--- src/verilog/monitor_gate_pkg.sv ---
// Purpose: Shared constants and types for the monitor security gate.
// Assumes: The bus clock and the system clock MCLK are the same clock.
// Notes:   Byte i of the stored code sits at bits [8*i+7:8*i], lowest address first.

// ************************************************************
// Package of constants and types
// ************************************************************
package monitor_gate_pkg;

   // Clock cycles per monitor bit.
   localparam int          BAUD_DIV     = 278;
   // Number of security bytes the host must send.
   localparam int          SEC_BYTES    = 8;
   // Address of the lowest and highest security locations.
   localparam logic [15:0] SEC_LO_ADDR  = 16'hFFF6;
   localparam logic [15:0] SEC_HI_ADDR  = 16'hFFFD;
   // RAM status byte address and its unlocked mask (bit 6).
   localparam logic [15:0] STATUS_ADDR  = 16'h0040;
   localparam logic [7:0]  UNLOCK_MASK  = 8'h40;
   // Value of an erased byte.
   localparam logic [7:0]  BLANK_BYTE   = 8'hFF;
   // Value returned for a protected read; the pattern is arbitrary.
   localparam logic [7:0]  INVALID_BYTE = 8'h00;
   // Default flash window; the bounds are arbitrary.
   localparam logic [15:0] FLASH_LO     = 16'h8000;
   localparam logic [15:0] FLASH_HI     = 16'hFFFF;
   // Bits sampled after the start bit: eight data and one stop or ninth.
   localparam int          RX_BITS      = 9;
   // Bits sent per character: start, eight data, two trailing bits.
   localparam int          TX_BITS      = 11;
   // Idle high bits driven before each echo or break reply.
   localparam int          PRE_BITS     = 2;
   // Tail patterns of an 11-bit frame, sent least significant bit first.
   localparam logic [1:0]  TAIL_CHAR    = 2'h3;
   localparam logic [1:0]  TAIL_BREAK   = 2'h2;
   localparam logic        START_BIT    = 1'h0;

   // Gate phase after power-on.
   typedef enum logic [1:0] {PH_ENTRY, PH_BREAK, PH_CMD} phase_t;
   // Receiver and transmitter states.
   typedef enum logic [1:0] {RX_IDLE, RX_START, RX_BITS_ST, RX_WAIT} rx_state_t;
   typedef enum logic [1:0] {TX_IDLE, TX_PRE, TX_FRAME} tx_state_t;

   // A received character.
   typedef struct packed {
      logic       brk;
      logic [7:0] data;
   } rx_char_t;

   // A memory access request from the core.
   typedef struct packed {
      logic        fetch;
      logic [15:0] addr;
   } mem_req_t;

endpackage

--- src/verilog/monitor_security_gate.sv ---
// Purpose: Security gate on the monitor serial link and on flash accesses.
// Assumes: RST is the power-on reset; WARM_RST is any other reset, synchronous.
// Notes:   The serial pin is one wire; the receiver ignores it while we drive.
//
// How it works
// - Host's eight bytes compared to stored code.
// - After power-on, wait for eight bytes first.
// - Full match unlocks flash reads and fetches.
// - Unlock holds until the next power-on reset.
// - Other resets keep unlock and skip entry.
// - Mismatch still enters command mode.
// - Locked flash reads return invalid value.
// - Locked flash fetch raises illegal-address reset.
// - Entry break sent only after eighth byte.
// - Status byte bit 6 shows unlock.
// - Locked mass erase blanks stored code.
// - Received break answered by high, then break.
// - Frames are NRZ with equal bit rates.
// - Bit rate is clock divided by 278.
// - Every received byte is echoed back.

`timescale 1ns/1ps

module monitor_security_gate
   import monitor_gate_pkg::*;
#(
   parameter int          DIV      = BAUD_DIV,
   parameter logic [15:0] FLASH_LO_A = FLASH_LO,
   parameter logic [15:0] FLASH_HI_A = FLASH_HI
) (
   // Clock and resets.
   input  wire logic        MCLK,
   input  wire logic        RST,
   input  wire logic        WARM_RST,
   // Monitor serial pin, split into its three signals.
   input  wire logic        SER_IN,
   output logic             SER_OUT,
   output logic             SER_OE_N,
   // Stored security code and erase event from the flash array.
   input  wire logic [63:0] SEC_CODE,
   input  wire logic        MASS_ERASE,
   // Core memory access path.
   input  wire logic        MEM_REQ,
   input  wire mem_req_t    MEM_CMD,
   input  wire logic [7:0]  MEM_DATA_IN,
   output logic [7:0]       MEM_RDATA,
   output logic             MEM_ACK,
   output logic             ILLEGAL_RST,
   // Command stream to the monitor firmware.
   output logic             CMD_VALID,
   output rx_char_t         CMD_CHAR,
   // Gate status.
   output logic             READY,
   output logic             UNLOCKED,
   output logic [7:0]       STATUS_BYTE
);

   // ************************************************************
   // Declarations
   // ************************************************************
   localparam int CW = $clog2(DIV + 1);
   localparam logic [CW-1:0] DIV_LAST = CW'(DIV - 1);  // Full bit count.
   localparam logic [CW-1:0] DIV_HALF = CW'(DIV / 2);  // Mid-bit point.
   localparam logic [3:0]    RX_LAST  = 4'(RX_BITS - 1);
   localparam logic [3:0]    TX_LAST  = 4'(TX_BITS - 1);
   localparam logic [3:0]    PRE_LAST = 4'(PRE_BITS - 1);
   localparam logic [2:0]    IDX_LAST = 3'(SEC_BYTES - 1);

   phase_t          phase_r;     // Entry, break pending or command phase.
   logic [2:0]      idx_r;       // Index of the next security byte.
   logic            match_r;     // All bytes so far matched.
   logic            unlocked_r;  // Security bypassed.
   logic            erased_r;    // Stored code erased while locked.
   rx_state_t       rx_st_r;     // Receiver state.
   logic [CW-1:0]   rx_cnt_r;    // Receiver bit timer.
   logic [3:0]      rx_bit_r;    // Receiver bit number.
   logic [8:0]      rx_sh_r;     // Receiver shift register.
   tx_state_t       tx_st_r;     // Transmitter state.
   logic [CW-1:0]   tx_cnt_r;    // Transmitter bit timer.
   logic [3:0]      tx_bit_r;    // Transmitter bit number.
   logic [10:0]     tx_sh_r;     // Transmitter shift register.
   logic            tx_out_r;    // Registered pin level.
   logic            cmd_vld_r;   // Command character strobe.
   rx_char_t        cmd_chr_r;   // Last command character.
   logic [7:0]      rdata_r;     // Read data to the core.
   logic            ack_r;       // Access answered.
   logic            ill_r;       // Illegal-address reset pulse.

   // ************************************************************
   // Decode
   // ************************************************************
   wire         rx_tick  = (rx_cnt_r == '0);               // Bit timer expiry.
   wire         tx_tick  = (tx_cnt_r == '0);
   wire [8:0]   rx_sh_nxt = {SER_IN, rx_sh_r[8:1]};        // Next shift value.
   wire         rx_done  = (rx_st_r == RX_BITS_ST) && rx_tick && (rx_bit_r == RX_LAST);
   // A break is a start bit followed by nine low bits.
   wire         rx_brk   = (rx_sh_nxt == 9'h000);
   wire [7:0]   rx_byte  = rx_sh_nxt[7:0];
   wire         tx_idle  = (tx_st_r == TX_IDLE);
   // Stored byte in address order, blank once erased.
   wire [7:0]   sec_byte = erased_r ? BLANK_BYTE : SEC_CODE[{idx_r, 3'h0} +: 8];
   wire         byte_ok  = (rx_byte == sec_byte) && !rx_brk;
   wire         last_sec = (idx_r == IDX_LAST);
   // The break goes out only once the eighth echo has left.
   wire         brk_go   = (phase_r == PH_BREAK) && tx_idle;
   // Every received byte is echoed; a break is answered with a break.
   wire         echo_go  = rx_done && (phase_r != PH_BREAK);
   wire         tx_go    = echo_go || brk_go;
   wire         send_brk = brk_go || rx_brk;
   wire [10:0]  tx_word  = send_brk ? {TAIL_BREAK, 8'h00, START_BIT}
                                    : {TAIL_CHAR, rx_byte, START_BIT};
   wire         in_flash = (MEM_CMD.addr >= FLASH_LO_A) && (MEM_CMD.addr <= FLASH_HI_A);
   wire         locked   = !unlocked_r;
   // Accesses before the entry sequence finishes get no answer.
   wire         mem_take = MEM_REQ && (phase_r == PH_CMD);
   wire [7:0]   status_w = UNLOCK_MASK & {8{unlocked_r}};
   wire [7:0]   rdata_nxt = (MEM_CMD.addr == STATUS_ADDR) ? status_w :
                            (in_flash && locked)          ? INVALID_BYTE :
                                                            MEM_DATA_IN;

   // ************************************************************
   // Security state, cleared by power-on reset alone
   // ************************************************************
   // WARM_RST is not looked at here, so an unlock survives it.
   always_ff @(posedge MCLK or posedge RST) begin
      if (RST) begin
         phase_r    <= PH_ENTRY;
         idx_r      <= '0;
         match_r    <= 1'h1;
         unlocked_r <= 1'h0;
         erased_r   <= 1'h0;
      end else begin
         // Erase only matters while locked; unlocked flash keeps its code view.
         if (MASS_ERASE && locked) begin
            erased_r <= 1'h1;
         end
         case (phase_r)
            PH_ENTRY: begin
               if (rx_done) begin
                  idx_r   <= idx_r + 3'h1;
                  match_r <= match_r && byte_ok;
                  if (last_sec) begin
                     unlocked_r <= match_r && byte_ok;
                     phase_r    <= PH_BREAK;
                  end
               end
            end
            PH_BREAK: begin
               // Command mode follows whether or not the code matched.
               if (brk_go) begin
                  phase_r <= PH_CMD;
               end
            end
            PH_CMD: begin
               phase_r <= PH_CMD;
            end
            default: begin
               phase_r <= PH_ENTRY;
            end
         endcase
      end
   end

   // ************************************************************
   // Receiver
   // ************************************************************
   // Samples mid-bit at the divided rate; ignores the pin while we drive.
   always_ff @(posedge MCLK or posedge RST) begin
      if (RST) begin
         rx_st_r  <= RX_IDLE;
         rx_cnt_r <= '0;
         rx_bit_r <= '0;
         rx_sh_r  <= '0;
      end else if (WARM_RST) begin
         rx_st_r  <= RX_IDLE;
         rx_cnt_r <= '0;
         rx_bit_r <= '0;
      end else begin
         case (rx_st_r)
            RX_IDLE: begin
               // A falling edge on the idle line starts a character.
               if (!SER_IN && tx_idle) begin
                  rx_st_r  <= RX_START;
                  rx_cnt_r <= DIV_HALF;
               end
            end
            RX_START: begin
               if (!tx_idle) begin
                  rx_st_r <= RX_IDLE;
               end else if (rx_tick) begin
                  // A start bit gone high by mid-bit was a glitch.
                  rx_st_r  <= SER_IN ? RX_IDLE : RX_BITS_ST;
                  rx_cnt_r <= DIV_LAST;
                  rx_bit_r <= '0;
               end else begin
                  rx_cnt_r <= rx_cnt_r - CW'(1);
               end
            end
            RX_BITS_ST: begin
               if (rx_tick) begin
                  rx_sh_r  <= rx_sh_nxt;
                  rx_bit_r <= rx_bit_r + 4'h1;
                  rx_cnt_r <= DIV_LAST;
                  if (rx_bit_r == RX_LAST) begin
                     rx_st_r <= RX_WAIT;
                  end
               end else begin
                  rx_cnt_r <= rx_cnt_r - CW'(1);
               end
            end
            RX_WAIT: begin
               // A break holds the line low; wait for it to rise again.
               if (SER_IN) begin
                  rx_st_r <= RX_IDLE;
               end
            end
            default: begin
               rx_st_r <= RX_IDLE;
            end
         endcase
      end
   end

   // ************************************************************
   // Transmitter
   // ************************************************************
   // Two driven high bits, then an 11-bit frame, least significant first.
   always_ff @(posedge MCLK or posedge RST) begin
      if (RST) begin
         tx_st_r  <= TX_IDLE;
         tx_cnt_r <= '0;
         tx_bit_r <= '0;
         tx_sh_r  <= '0;
         tx_out_r <= 1'h1;
      end else if (WARM_RST) begin
         tx_st_r  <= TX_IDLE;
         tx_out_r <= 1'h1;
      end else begin
         case (tx_st_r)
            TX_IDLE: begin
               tx_out_r <= 1'h1;
               if (tx_go) begin
                  tx_st_r  <= TX_PRE;
                  tx_sh_r  <= tx_word;
                  tx_cnt_r <= DIV_LAST;
                  tx_bit_r <= '0;
               end
            end
            TX_PRE: begin
               tx_out_r <= 1'h1;
               if (tx_tick) begin
                  tx_cnt_r <= DIV_LAST;
                  tx_bit_r <= tx_bit_r + 4'h1;
                  if (tx_bit_r == PRE_LAST) begin
                     tx_st_r  <= TX_FRAME;
                     tx_bit_r <= '0;
                     tx_out_r <= tx_sh_r[0];
                  end
               end else begin
                  tx_cnt_r <= tx_cnt_r - CW'(1);
               end
            end
            TX_FRAME: begin
               if (tx_tick) begin
                  tx_cnt_r <= DIV_LAST;
                  tx_bit_r <= tx_bit_r + 4'h1;
                  tx_sh_r  <= {1'h1, tx_sh_r[10:1]};
                  tx_out_r <= tx_sh_r[1];
                  if (tx_bit_r == TX_LAST) begin
                     tx_st_r  <= TX_IDLE;
                     tx_out_r <= 1'h1;
                  end
               end else begin
                  tx_cnt_r <= tx_cnt_r - CW'(1);
               end
            end
            default: begin
               tx_st_r <= TX_IDLE;
            end
         endcase
      end
   end

   // ************************************************************
   // Command stream and memory path
   // ************************************************************
   // Characters in command phase go to the firmware, locked or not.
   always_ff @(posedge MCLK or posedge RST) begin
      if (RST) begin
         cmd_vld_r <= 1'h0;
         cmd_chr_r <= '0;
      end else begin
         cmd_vld_r <= rx_done && (phase_r == PH_CMD) && !WARM_RST;
         if (rx_done && (phase_r == PH_CMD)) begin
            cmd_chr_r <= '{brk: rx_brk, data: rx_byte};
         end
      end
   end

   // One cycle to answer; a locked flash fetch is turned into a reset pulse.
   always_ff @(posedge MCLK or posedge RST) begin
      if (RST) begin
         rdata_r <= '0;
         ack_r   <= 1'h0;
         ill_r   <= 1'h0;
      end else begin
         ack_r <= mem_take;
         ill_r <= mem_take && MEM_CMD.fetch && in_flash && locked;
         if (mem_take) begin
            rdata_r <= rdata_nxt;
         end
      end
   end

   // ************************************************************
   // Outputs
   // ************************************************************
   assign SER_OUT     = tx_out_r;
   assign SER_OE_N    = tx_idle;             // Low while driving the pin.
   assign MEM_RDATA   = rdata_r;
   assign MEM_ACK     = ack_r;
   assign ILLEGAL_RST = ill_r;
   assign CMD_VALID   = cmd_vld_r;
   assign CMD_CHAR    = cmd_chr_r;
   assign READY       = (phase_r == PH_CMD);
   assign UNLOCKED    = unlocked_r;
   assign STATUS_BYTE = status_w;

endmodule // monitor_security_gate

--- config.mk ---
export PLATFORM = sky130hd
export DESIGN_NAME = monitor_security_gate
export DESIGN_NICKNAME = d
export VERILOG_FILES = /design/src/verilog/monitor_gate_pkg.sv /design/src/verilog/monitor_security_gate.sv
export SDC_FILE = /design/constraint.sdc
export NUM_CORES = 1
export LEC_CHECK = 0
export BUFFER_PORTS_ARGS = -buffer_cell sky130_fd_sc_hd__buf_2
export CORE_MARGIN = 1.5
export CORE_UTILIZATION = 45
export DETAILED_ROUTE_END_ITERATION = 12
export PLACE_DENSITY = 0.73
export SLEW_MARGIN = 40
export SYNTH_ARGS = -nofsm -noshare
export SYNTH_HDL_FRONTEND = slang
export SYNTH_SLANG_ARGS = --single-unit
--- constraint.sdc ---
create_clock -name MCLK -period 2.3 [get_ports MCLK]
set_input_delay 0.115 -clock MCLK [delete_from_list [all_inputs] [get_ports MCLK]]
set_output_delay 0.115 -clock MCLK [all_outputs]
set_load 0.02 [all_outputs]
After elaboration in Yosys (flattened, before gate mapping):

Index checks and enable logic that the tools add are counted.
Widths: inputs -> output; s select.

* bits of input ports: 95
* bits in registers: 79
* word-level logic and storage cells: 159
* output and inout bits: 32

* reductions and logical operators: 47
* add/subtract/negate cells: 5
* mux-type cells: 51
* bitwise logic cells: 1
* eq/ne operators: 32
* shifts and indexed selects: 1
* $lt $le $gt $ge: 2

Operators by type and width (number)
* $shiftx 64x7->8: 1
* $mux 9: 6
* $mux 2: 17
* $mux 4: 8
* $logic_not 9->1: 3
* $ne 3x3->1 const B: 9
* $pmux 9 s3: 1
* $mux 8: 3
* $mux 11: 2
* $pmux 11 s2: 1
* $pmux 9 s2: 1
* $sub 9x1->9 const B: 2
* $eq 16x7->1 const B: 1
* $ge 16x16->1 const B: 1
* $le 16x16->1 const B: 1
* $logic_and 1x1->1: 16
* $reduce_and 3->1: 5
* $reduce_and 5->1: 3
* $pmux 2 s3: 2
* $pmux 4 s3: 1
* $mux 10: 1
* $ne 2x2->1 const B: 5
* $add 4x1->4 const B: 2
* $eq 2x2->1 const B: 4
* 23 further kinds: 43

Depth between registers and ports, before layout:

Gate-level depths: netlist of the first run.

* depth after elaboration: 8
* depth in mapped cells: 10
* gate-level depth less buffers: 8

Worst setup path after synthesis of the first run:

Ideal clock, no wire load.

* path kind: reg2reg
* start point: reg rx_cnt_r[0]
* end point: reg tx_bit_r[2]
* buffers on the path: 1
* period minus slack after synthesis: 2.451 ns
* data required time: 2.177 ns
* arrival time: 2.327 ns
* library setup time: 0.123 ns
* setup slack: -0.151 ns
* stages on the path, launching flop included: 10
* cell sequence: dfrtp_1 -> inv_1 -> ha_1 -> or4b_1 -> buf_2 -> nor4_4 -> o21ai_2 -> a211oi_4 -> o21ai_0 -> o2bb2ai_1

* cells in the longest elaborated chain, start to end: 7

RTL lines
* start, declared: line monitor_security_gate.sv:75 `logic [CW-1:0] rx_cnt_r;`
* start signal, assigned: line monitor_security_gate.sv:196 `rx_cnt_r <= rx_cnt_r - CW'(1);`
* start signal, assigned: line monitor_security_gate.sv:208 `rx_cnt_r <= rx_cnt_r - CW'(1);`
* $logic_not 9->1: line monitor_security_gate.sv:92 `wire rx_tick = (rx_cnt_r == '0);`
* $logic_and 1x1->1 (2 in series): line monitor_security_gate.sv:95 `wire rx_done = (rx_st_r == RX_BITS_ST) && rx_tick && (rx_bit_r == RX_LAST);`
* $logic_and 1x1->1: line monitor_security_gate.sv:107 `wire echo_go = rx_done && (phase_r != PH_BREAK);`
* $logic_or 1x1->1: line monitor_security_gate.sv:108 `wire tx_go = echo_go || brk_go;`
* $ne 2x1->1 (no line)
* $reduce_and 5->1 (no line)
* end signal, assigned: line monitor_security_gate.sv:253 `tx_bit_r <= tx_bit_r + 4'h1;`
* end signal, assigned: line monitor_security_gate.sv:266 `tx_bit_r <= tx_bit_r + 4'h1;`
* end, declared: line monitor_security_gate.sv:80 `logic [3:0] tx_bit_r;`

Every way passes these cells.
A chain may end at the register's enable or synchronous reset.

Worst setup path after layout of the first run:

* start point: reg idx_r[0]
* end point: reg match_r

* cells in the longest elaborated chain, start to end: 5

RTL lines
* start, declared: line monitor_security_gate.sv:70 `logic [2:0] idx_r;`
* start signal, assigned: line monitor_security_gate.sv:140 `idx_r <= idx_r + 3'h1;`
* $shiftx 64x7->8: line monitor_security_gate.sv:101 `wire [7:0] sec_byte = erased_r ? BLANK_BYTE : SEC_CODE[{idx_r, 3'h0} +: 8];`
* $mux 8: line monitor_security_gate.sv:101
* $eq 8x8->1: line monitor_security_gate.sv:102 `wire byte_ok = (rx_byte == sec_byte) && !rx_brk;`
* $logic_and 1x1->1: line monitor_security_gate.sv:102
* $logic_and 1x1->1: line monitor_security_gate.sv:141 `match_r <= match_r && byte_ok;`
* end signal, assigned: line monitor_security_gate.sv:141
* end, declared: line monitor_security_gate.sv:71 `logic match_r;`

Every way passes these cells.

==> results of run 1 <==
-- worst max-delay path, cell delays in order (launching register included) --
cell and delay (ps):
dfrtp_2 440, mux4_2 540, mux2i_4 200, or4b_1 470, o32ai_1 180, o221ai_2 160, a21boi_1 180
-- synth_stat cells (2+ instances only) --
cell | instances | area, sq um
o21ai_1 | 3 | 15.0
nor4_1 | 9 | 56.3
a21oi_1 | 13 | 65.1
and2_1 | 2 | 12.5
or2_2 | 5 | 31.3
a21boi_0 | 2 | 15.0
dfrtp_1 | 76 | 1900
nor3_1 | 10 | 50.1
mux4_2 | 16 | 360
or4_1 | 4 | 30.0
clkbuf_1 | 13 | 48.8
o41ai_1 | 3 | 26.3
buf_4 | 8 | 60.1
o21ai_0 | 44 | 220
a21o_1 | 3 | 22.5
ha_1 | 20 | 250
mux2i_1 | 9 | 90.1
nand3_1 | 8 | 40.0
xnor2_1 | 7 | 61.3
a22oi_1 | 9 | 67.6
or4b_1 | 2 | 20.0
o211a_1 | 2 | 20.0
a22o_1 | 11 | 96.3
nand2_1 | 48 | 180
o22ai_1 | 6 | 37.5
mux2_2 | 21 | 236
nand3b_1 | 2 | 15.0
inv_1 | 25 | 93.8
dfstp_2 | 2 | 52.6
nor2_1 | 29 | 109
buf_2 | 3 | 15.0
nand4b_1 | 3 | 26.3
nor3b_1 | 2 | 15.0
nor2b_1 | 3 | 18.8
or3_1 | 4 | 25.0
o31ai_1 | 5 | 37.5
nand2b_1 | 7 | 43.8
-- logic make-up after synthesis --
group,after synthesis,share of synthesized area
xor+xnor,7,0.0132
buf+inv,50,0.0476
mux,46,0.148
simple gates,143,0.155
compound gates,115,0.163
fa+ha+maj,20,0.0537
other cells,1,0.000805
flops,78,0.420
-- stage by stage --
step                cells   util  TNS (ps)  setup WS (ps)  area [sq um]
finish                762  0.621         0           62.9          6160
global route          762  0.621      -137          -50.4          6160
CTS                   760  0.610     -55.0          -44.9          6050
detailed placement    730  0.569     -1980           -127          5640
global placement      730  0.569      -603          -62.2          5640
floorplan             466      -         0           4.43          4700
-- worst max-delay path by stage --
stage / from / endpoint / cells after the start
2_1_floorplan: rx_cnt_r[0] / tx_sh_r[2] / 10
6_report: idx_r[0] / match_r / 6
3_5_place_dp: idx_r[0] / match_r / 6
3_3_place_gp: idx_r[0] / UNLOCKED / 6
4_1_cts: rx_cnt_r[1] / tx_bit_r[1] / 9
5_1_grt: idx_r[0] / UNLOCKED / 6
-- per-layer routing --
| metal | GRT usage | wire length, um | share of wire | vias to the layer above |
|---|---|---|---|---|
| li1 | - | - | - | 1997 |
| met1 | 0.253 | 4890 | 0.44 | 2031 |
| met2 | 0.353 | 5660 | 0.50 | 114 |
| met3 | 0.0356 | 416 | 0.037 | 25 |
| met4 | 0.105 | 266 | 0.024 | 0 |
| met5 | 0 | 0 | 0 | - |
-- cell usage in the layout, fill, tap and decap left out, drive strengths merged, types with 3 or more instances in the layout --
cell and instances:
nand4b 3, or4 4, dlygate4sd3 10, a22o 11, nor4 10, nor2b 3
nor2 30, dfrtp 76, nor3 10, nand3 8, buf 162, clkbuf 11
conb 7, nand2b 7, mux2i 9, mux2 21, or3 4, mux4 16
a22oi 9, ha 20, or2 5, o41ai 3, nand2 48, clkinvlp 3
xnor2 7, a21oi 13, o22ai 6, o31ai 5, inv 25, o21ai 48
a21o 3
-- state kept, by name, indices dropped and copies added (netlist names) --
| signal | flops |
|---|---|
| erased_r | 1 |
| SER_OUT | 1 |
| ILLEGAL_RST | 1 |
| tx_cnt_r | 9 |
| tx_sh_r | 11 |
| idx_r | 3 |
| rx_cnt_r | 9 |
| rx_st_r | 2 |
| tx_bit_r | 4 |
| rx_sh_r | 8 |
| MEM_ACK | 1 |
| tx_st_r | 2 |
| rx_bit_r | 4 |
| UNLOCKED | 1 |
| MEM_RDATA | 8 |
| CMD_CHAR | 9 |
| match_r | 1 |
| CMD_VALID | 1 |
| phase_r | 2 |
-- power by group through the flow --
stage	combinational, mW	clock, mW	sequential (mW)
3_3_place_gp	1.28	0	1.71
2_1_floorplan	0.868	0	1.69
6_report	1.50	1.14	1.70
4_1_cts	1.42	1.17	1.70
3_5_place_dp	1.33	0	1.72
5_1_grt	1.65	1.23	1.72
-- repair_timing --
action / 4_1_cts / 5_1_grt
hold buffers: 10 / 0
endpoints found under the setup margin: 44 / 51
resized for setup: 12 / 16
buffers inserted: 4 / 2
pin swaps: 4 / 6
hold endpoints to repair: 85 / 0
-- layout make-up --
class	instances	area (sq um)
sequential	78	1960
inverter	25	93.8
clock inverter	5	82.6
multi-input combinational	338	2640
clock buffer	11	141
tap	133	166
timing repair buffer	172	1080
fill	806	3750
==> flow_summary.json, run 1 <==
{
  "max_freq_ghz": 0.447,
  "clockPowerShare": 0.263,
  "worstMarginPinSlew_ps": 642,
  "min_path_cells": 2,
  "htreeDepth": 3,
  "crit_fanout": 4,
  "n_antenna_cell": 0,
  "swShare": 0.335,
  "syn_to_final_growth_pct": 32.2,
  "via_per_inst": 5.47,
  "cp.arrival_ps": 2520,
  "whs_ps": 46.7,
  "num_vias": 4167,
  "cts_root_buffer": "clkbuf_8",
  "cts_buffers": 9,
  "clkLatencyLatePin_ps": 350,
  "async_flop_share": 1.00,
  "numPortBuffers": 119,
  "tritoncts": "built",
  "p_leak_nw": 2.93,
  "reg2regPathDepth": 6,
  "synth_edf_count": 0,
  "syn_area_sq_mm": 0.00466,
  "cp-end-kind": "flip-flop",
  "die_w_um": 105,
  "syn_inst": 460,
  "min_period_ps": 2240,
  "io_pins": 127,
  "reg2reg_setup_slack_ps": 60,
  "drv_cap": 0,
  "clk_pin_slew_worst_paths_ps": 80,
  "grt_pass1_vias": 4155,
  "hp-start": "SER_IN",
  "dp_hpwl_um": 8240,
  "grt.overflow.total": 0,
  "die_h_um": 105,
  "power.density_mw_per_mm2": 706,
  "cts-root-to-sink-buffers": 2,
  "wl_per_cell_um": 14.7,
  "drc_errors": 0,
  "ir_drop_v": 0.000366,
  "antenna_found_initial": 0,
  "start_util": 0.470,
  "slew_violations": 0,
  "layout.nets": 739,
  "ys_warn_count": 0,
  "min_period_over_period": 0.973,
  "p_seq_frac": 0.392,
  "detail-route-antenna-nets": 0,
  "p_comb_frac": 0.345,
  "crit_path_start_kind": "flip-flop",
  "min_to": "rx_st_r[1]",
  "drt_iter0_drc": 273,
  "power.total_mw": 4.35,
  "rsz0062_at_grt": "yes",
  "crit_type": "reg2reg",
  "ys.flop_type": "dfrtp_1",
  "r2r-end": "match_r",
  "drt-pass1-iter-count": 5,
  "cts.sinks": 78,
  "placementRows": 36,
  "grt_pass1_wl_um": 18500,
  "die-area_sq_mm": 0.0110,
  "p_switching_mw": 1.46,
  "grt_max_degree": 79,
  "synth.avg_cell_area_sq_um": 10.1,
  "finalHoldViolations": 0,
  "track_usage": 0.208,
  "r2r-start": "idx_r[0]",
  "required_ps": 2580,
  "ys_types": 58,
  "place_congestion": 0.836,
  "layout-drive-gt1-share": 0.393,
  "wirelength_um": 11200,
  "p_int_mw": 2.89,
  "setup_viol": 0,
  "coreArea_sq_mm": 0.00991,
  "max-slew-margin-rel": 0.572,
  "yosysSeqAreaShare": 0.420,
  "hold_class": "in2reg",
  "synth_seq_cells": 78,
  "clock_skew_ps": 5.73,
  "run_status": "completed"
}
(Power assumes the default switching activity.)
==> inputs of run 2 (changes only) <==
--- a/config.mk
+++ b/config.mk
@@ -6,11 +6,14 @@
 export NUM_CORES = 1
 export LEC_CHECK = 0
 export BUFFER_PORTS_ARGS = -buffer_cell sky130_fd_sc_hd__buf_2
+export CELL_PAD_IN_SITES_DETAIL_PLACEMENT = 0
+export CELL_PAD_IN_SITES_GLOBAL_PLACEMENT = 2
 export CORE_MARGIN = 1.5
-export CORE_UTILIZATION = 45
+export CORE_UTILIZATION = 29
 export DETAILED_ROUTE_END_ITERATION = 12
-export PLACE_DENSITY = 0.73
+export PLACE_DENSITY = 0.76
 export SLEW_MARGIN = 40
 export SYNTH_ARGS = -nofsm -noshare
 export SYNTH_HDL_FRONTEND = slang
 export SYNTH_SLANG_ARGS = --single-unit
+export TNS_END_PERCENT = 20
==> run 2 against run 1 <==
Maximum frequency decreased by 1.6%. Combinational power decreased by 4%. Hold slack got worse by 31 ps. Setup slack got worse by 37 ps. Clock skew increased by 2.5 ps. Routed wire length increased by 3.7%. Sequential power about the same. Non-clock buffer count increased by 2.
==> flow_summary.json, run 2 (synthesized netlist as in run 1, its figures left out) <==
{
  "run_status": "completed",
  "dp_hpwl_um": 8840,
  "cts-root-to-sink-buffers": 2,
  "crit_type": "reg2reg",
  "power.total_mw": 4.41,
  "drt-pass1-iter-count": 5,
  "min_period_over_period": 0.989,
  "start_util": 0.295,
  "numPortBuffers": 119,
  "power.density_mw_per_mm2": 702,
  "io_pins": 127,
  "stdcell_count": 847,
  "place_congestion": 0.750,
  "drc_errors": 0,
  "coreArea_sq_mm": 0.0158,
  "ir_drop_v": 0.000403,
  "wirelength_um": 11600,
  "placementRows": 46,
  "cts.sinks": 78,
  "htreeDepth": 3,
  "wl_per_cell_um": 13.7,
  "grt_pass1_vias": 3933,
  "final_common_cell": "buf_2",
  "min_period_ps": 2270,
  "cp.arrival_ps": 2540,
  "multiInputGateArea_sq_mm": 0.00262,
  "layout-drive-gt1-share": 0.395,
  "grt_max_degree": 42,
  "largest_reg_flops": 11,
  "die_h_um": 130,
  "hold_class": "in2reg",
  "detail-route-antenna-nets": 0,
  "tritoncts": "built",
  "worstMarginPinSlew_ps": 576,
  "cts_root_buffer": "clkbuf_16",
  "drt_iter0_drc": 173,
  "dr.max_layer_used": "met4",
  "track_usage": 0.140,
  "setup_viol": 0,
  "grt_pass1_wl_um": 18700,
  "finalHoldViolations": 0,
  "wl_met2_um": 5710,
  "clock_skew_ps": 8.28,
  "fin_tns_setup_ps": 0,
  "clkLatencyLatePin_ps": 340,
  "met3_length_um": 376,
  "wl_met1_um": 5400,
  "n_antenna_cell": 0,
  "drv_cap": 0,
  "seqCellArea_sq_mm": 0.00196,
  "max_freq_ghz": 0.440,
  "grt.overflow.total": 0,
  "syn_to_final_growth_pct": 34.9,
  "via_per_inst": 4.80,
  "cp-end-kind": "flip-flop",
  "num_vias": 4066,
  "p_leak_nw": 2.97,
  "dpl.cell_count": 821,
  "rsz0062_at_grt": "yes",
  "layout_common_cells": "buf_2 (119), dfrtp_1 (75), nand2_1 (47)",
  "nFillCells": 1607,
  "clk_pin_slew_worst_paths_ps": 60,
  "max-slew-margin-rel": 0.616,
  "cts_buffers": 9,
  "die-area_sq_mm": 0.0168,
  "top_register": "tx_sh_r",
  "layout.nets": 741,
  "die_w_um": 130,
  "slew_violations": 0,
  "crit_fanout": 5,
  "required_ps": 2570,
  "crit_path_start_kind": "flip-flop",
  "antenna_found_initial": 0
}
run 2: power by group:
group	switching, mW	total, mW	internal [mW]
combinational	0.749	1.44	0.689
clock	0.546	1.27	0.723
sequential	0.163	1.70	1.54
total	1.46	4.41	2.95
run 2: cell type report:
| class | instances | share of cell area |
|---|---|---|
| tap | 216 | 0.0430 |
| multi-input combinational | 338 | 0.416 |
| clock buffer | 11 | 0.0370 |
| inverter | 25 | 0.0149 |
| clock inverter | 5 | 0.00438 |
| sequential | 78 | 0.311 |
| timing repair buffer | 174 | 0.173 |
run 2: worst paths after layout:
path                                 from           end  slack (ps)  depth (start not counted)
hold / removal             MEM_DATA_IN[0]  MEM_RDATA[0]          20                          2
setup / recovery                 idx_r[0]       match_r          30                          6
hold reg to reg              MEM_RDATA[6]  MEM_RDATA[6]         480                          2
max in group asynchronous             RST    tx_sh_r[8]        1000                          5
setup reg to reg                 idx_r[0]       match_r          30                          6
min in group asynchronous             RST  MEM_RDATA[1]         400                          3
run 2: routing by layer:
| layer | vias to the layer above | track usage |
|---|---|---|
| met2 | 82 | 0.234 |
| met1 | 1968 | 0.181 |
| met3 | 13 | 0.0287 |
| met5 | - | 0 |
| met4 | 0 | 0.0471 |
| li1 | 2003 | - |
run 2: through the flow:
stage          instance area [sq um]   util  hold slack (ps)  setup WS (ps)
2_1_floorplan                   4690      -              215          -38.6
3_3_place_gp                    5800  0.368              209          -51.2
3_5_place_dp                    5800  0.368              209          -76.8
4_1_cts                         6150  0.390             4.26           8.48
5_1_grt                         6280  0.398             3.92          -60.1
6_report                        6280  0.398             15.6           25.8
run 2: worst max-delay path, cell delays in order, from the launching register on:
cell	delay, ps
dfrtp_2	470
mux4_2	550
mux2i_4	220
or4b_1	470
o32ai_2	160
o221ai_2	160
a21boi_1	160
run 2: what timing repair did:
action                                  4_1_cts  5_1_grt
cloned                                        0        1
hold buffers                                  8        0
endpoints found under the setup margin       23       32
setup buffers                                 0        1
endpoints found under the hold margin        30        0
gates resized for setup                       3       21
pin swaps                                     1        7
==> inputs of run 3 (changes only) <==
==> constraint.sdc (replaced) <==
create_clock -name MCLK -period 1.9 [get_ports MCLK]
set_input_delay 0.095 -clock MCLK [delete_from_list [all_inputs] [get_ports MCLK]]
set_output_delay 0.095 -clock MCLK [all_outputs]
set_load 0.02 [all_outputs]
==> run 3 against run 2 <==
Maximum frequency up 2.5%. Clock-buffer cell count did not move. Final cell count increased by 5.2%. Setup slack got worse by 340 ps. Die area unchanged. Register-to-register slack got worse by 340 ps. Largest cell class unchanged. First-iteration DRC count down 9.2%. The flow now finishes with violations (setup timing). Non-clock buffer count increased by 43. Hold slack better by 39 ps. Highest routed layer unchanged.
==> flow_summary.json, run 3 (synthesized netlist as in run 1, its figures left out) <==
{
  "via_per_inst": 4.82,
  "tritoncts": "built",
  "nFillCells": 1582,
  "drt_iter0_drc": 157,
  "worst_slack_ps": -319,
  "hold_class": "in2reg",
  "fin_area_sq_mm": 0.00690,
  "cts_buffers": 9,
  "fin_util": 0.438,
  "htreeDepth": 3,
  "ir_drop_v": 0.000440,
  "die_w_um": 130,
  "numPortBuffers": 119,
  "layout.nets": 785,
  "grt_pass1_wl_um": 21200,
  "place_congestion": 0.788,
  "final_common_cell": "buf_2",
  "cp-end-kind": "flip-flop",
  "syn_to_final_growth_pct": 48.3,
  "worstMarginPinSlew_ps": 496,
  "n_antenna_cell": 0,
  "coreArea_sq_mm": 0.0158,
  "rsz0062_at_grt": "yes",
  "path_cells": "mux4_2, mux2i_2, or4b_4, o32ai_4, o221ai_2, o21ai_1",
  "antenna_found_initial": 0,
  "layout-drive-gt1-share": 0.467,
  "p_comb_frac": 0.369,
  "drv_cap": 0,
  "track_usage": 0.161,
  "dp_hpwl_um": 9510,
  "layout_common_cells": "buf_2 (119), dfrtp_1 (75), buf_4 (73)",
  "cp_top_family": "multiplexers",
  "largest_reg_flops": 11,
  "die_h_um": 130,
  "crit_type": "reg2reg",
  "finalHoldViolations": 0,
  "p_leak_nw": 3.27,
  "max_freq_ghz": 0.451,
  "grt_max_degree": 69,
  "clockPowerShare": 0.297,
  "min_period_over_period": 1.17,
  "clkLatencyLatePin_ps": 340,
  "io_pins": 127,
  "slew_violations": 0,
  "grt_pass1_vias": 4407,
  "swShare": 0.328,
  "wirelength_um": 13100,
  "placementRows": 46,
  "run_status": "complete, but fails checks",
  "crit_fanout": 5,
  "cts_root_buffer": "clkbuf_16",
  "grt.overflow.total": 0,
  "p_int_mw": 4.06,
  "whs_ps": 54.3,
  "min_period_ps": 2220,
  "wl_per_cell_um": 14.8,
  "violations": "setup timing",
  "placed_cell_area_sq_mm": 0.00606,
  "crit_path_start_kind": "flip-flop",
  "max-slew-margin-rel": 0.667,
  "die-area_sq_mm": 0.0168,
  "p_switching_mw": 1.98,
  "cp.buffers_inverters": 0,
  "drt-pass1-iter-count": 4,
  "cts-root-to-sink-buffers": 2,
  "setup_viol": 64,
  "num_vias": 4297,
  "top_register": "tx_sh_r",
  "detail-route-antenna-nets": 0,
  "clock_skew_ps": 4.95,
  "required_ps": 2170,
  "clk_pin_slew_worst_paths_ps": 60,
  "start_util": 0.295,
  "drc_errors": 0,
  "cts.sinks": 78,
  "cp_slowest_stage_delay_ps": 540,
  "p_seq_frac": 0.335,
  "power.density_mw_per_mm2": 875,
  "crit_path_top_delay_cell": "mux4_2",
  "cp.arrival_ps": 2490
}
## run 3: repair_timing
action	in CTS	in global routing
cloned	2	1
pin swaps	10	9
setup buffers	6	2
hold buffers	10	0
setup endpoints to repair	65	67
gates resized for setup	48	35
endpoints found under the hold margin	19	0
## run 3: area by class of cell
class / count / area [sq um] / share of cell area
Clock buffer: 11 / 253 / 0.0366
Sequential cell: 78 / 1960 / 0.283
Timing Repair Buffer: 217 / 1470 / 0.213
Multi-Input combinational cell: 339 / 2800 / 0.406
Clock inverter: 5 / 57.6 / 0.00834
Tap cell: 216 / 270 / 0.0391
Inverter: 25 / 95.1 / 0.0138
## run 3: path summary, 6_finish.rpt
path	slack (ps)	from	depth (start not counted)	end
max	-320	idx_r[0]	6	UNLOCKED
min	50	SER_IN	2	rx_st_r[1]
max reg2reg	-320	idx_r[0]	6	UNLOCKED
min reg2reg	470	tx_sh_r[10]	1	tx_sh_r[10]
max in group asynchronous	1010	RST	4	match_r
min in group asynchronous	210	RST	3	MEM_RDATA[5]
## run 3: power by group through the flow
stage                     Clock [mW]  Sequential [mW]  Combinational, mW
after floorplan                    0             2.05               1.07
after global placement             0             2.04               1.91
after detailed placement           0             2.04               1.97
after CTS                       1.86             2.02               2.13
after global routing            1.93             2.05               2.47
final                           1.79             2.02               2.23
## run 3: per-stage QoR
step,std cells,power [mW],worst slack (ps),TNS (ps)
6_report,891,6.04,-319,-11630
5_1_grt,891,6.45,-425,-18440
4_1_cts,888,6.00,-326,-13680
3_5_place_dp,854,4.01,-447,-20670
3_3_place_gp,854,3.95,-363,-17840
2_1_floorplan,466,3.12,-350,-29740
## run 3: metal layers
layer  vias to the layer above  global-route usage  part of all wire
li1                       2092                   -                 -
met1                      2080               0.197              0.43
met2                       112               0.284              0.51
met3                        13              0.0332             0.046
met4                         0              0.0523             0.013
met5                         -                   0                 0
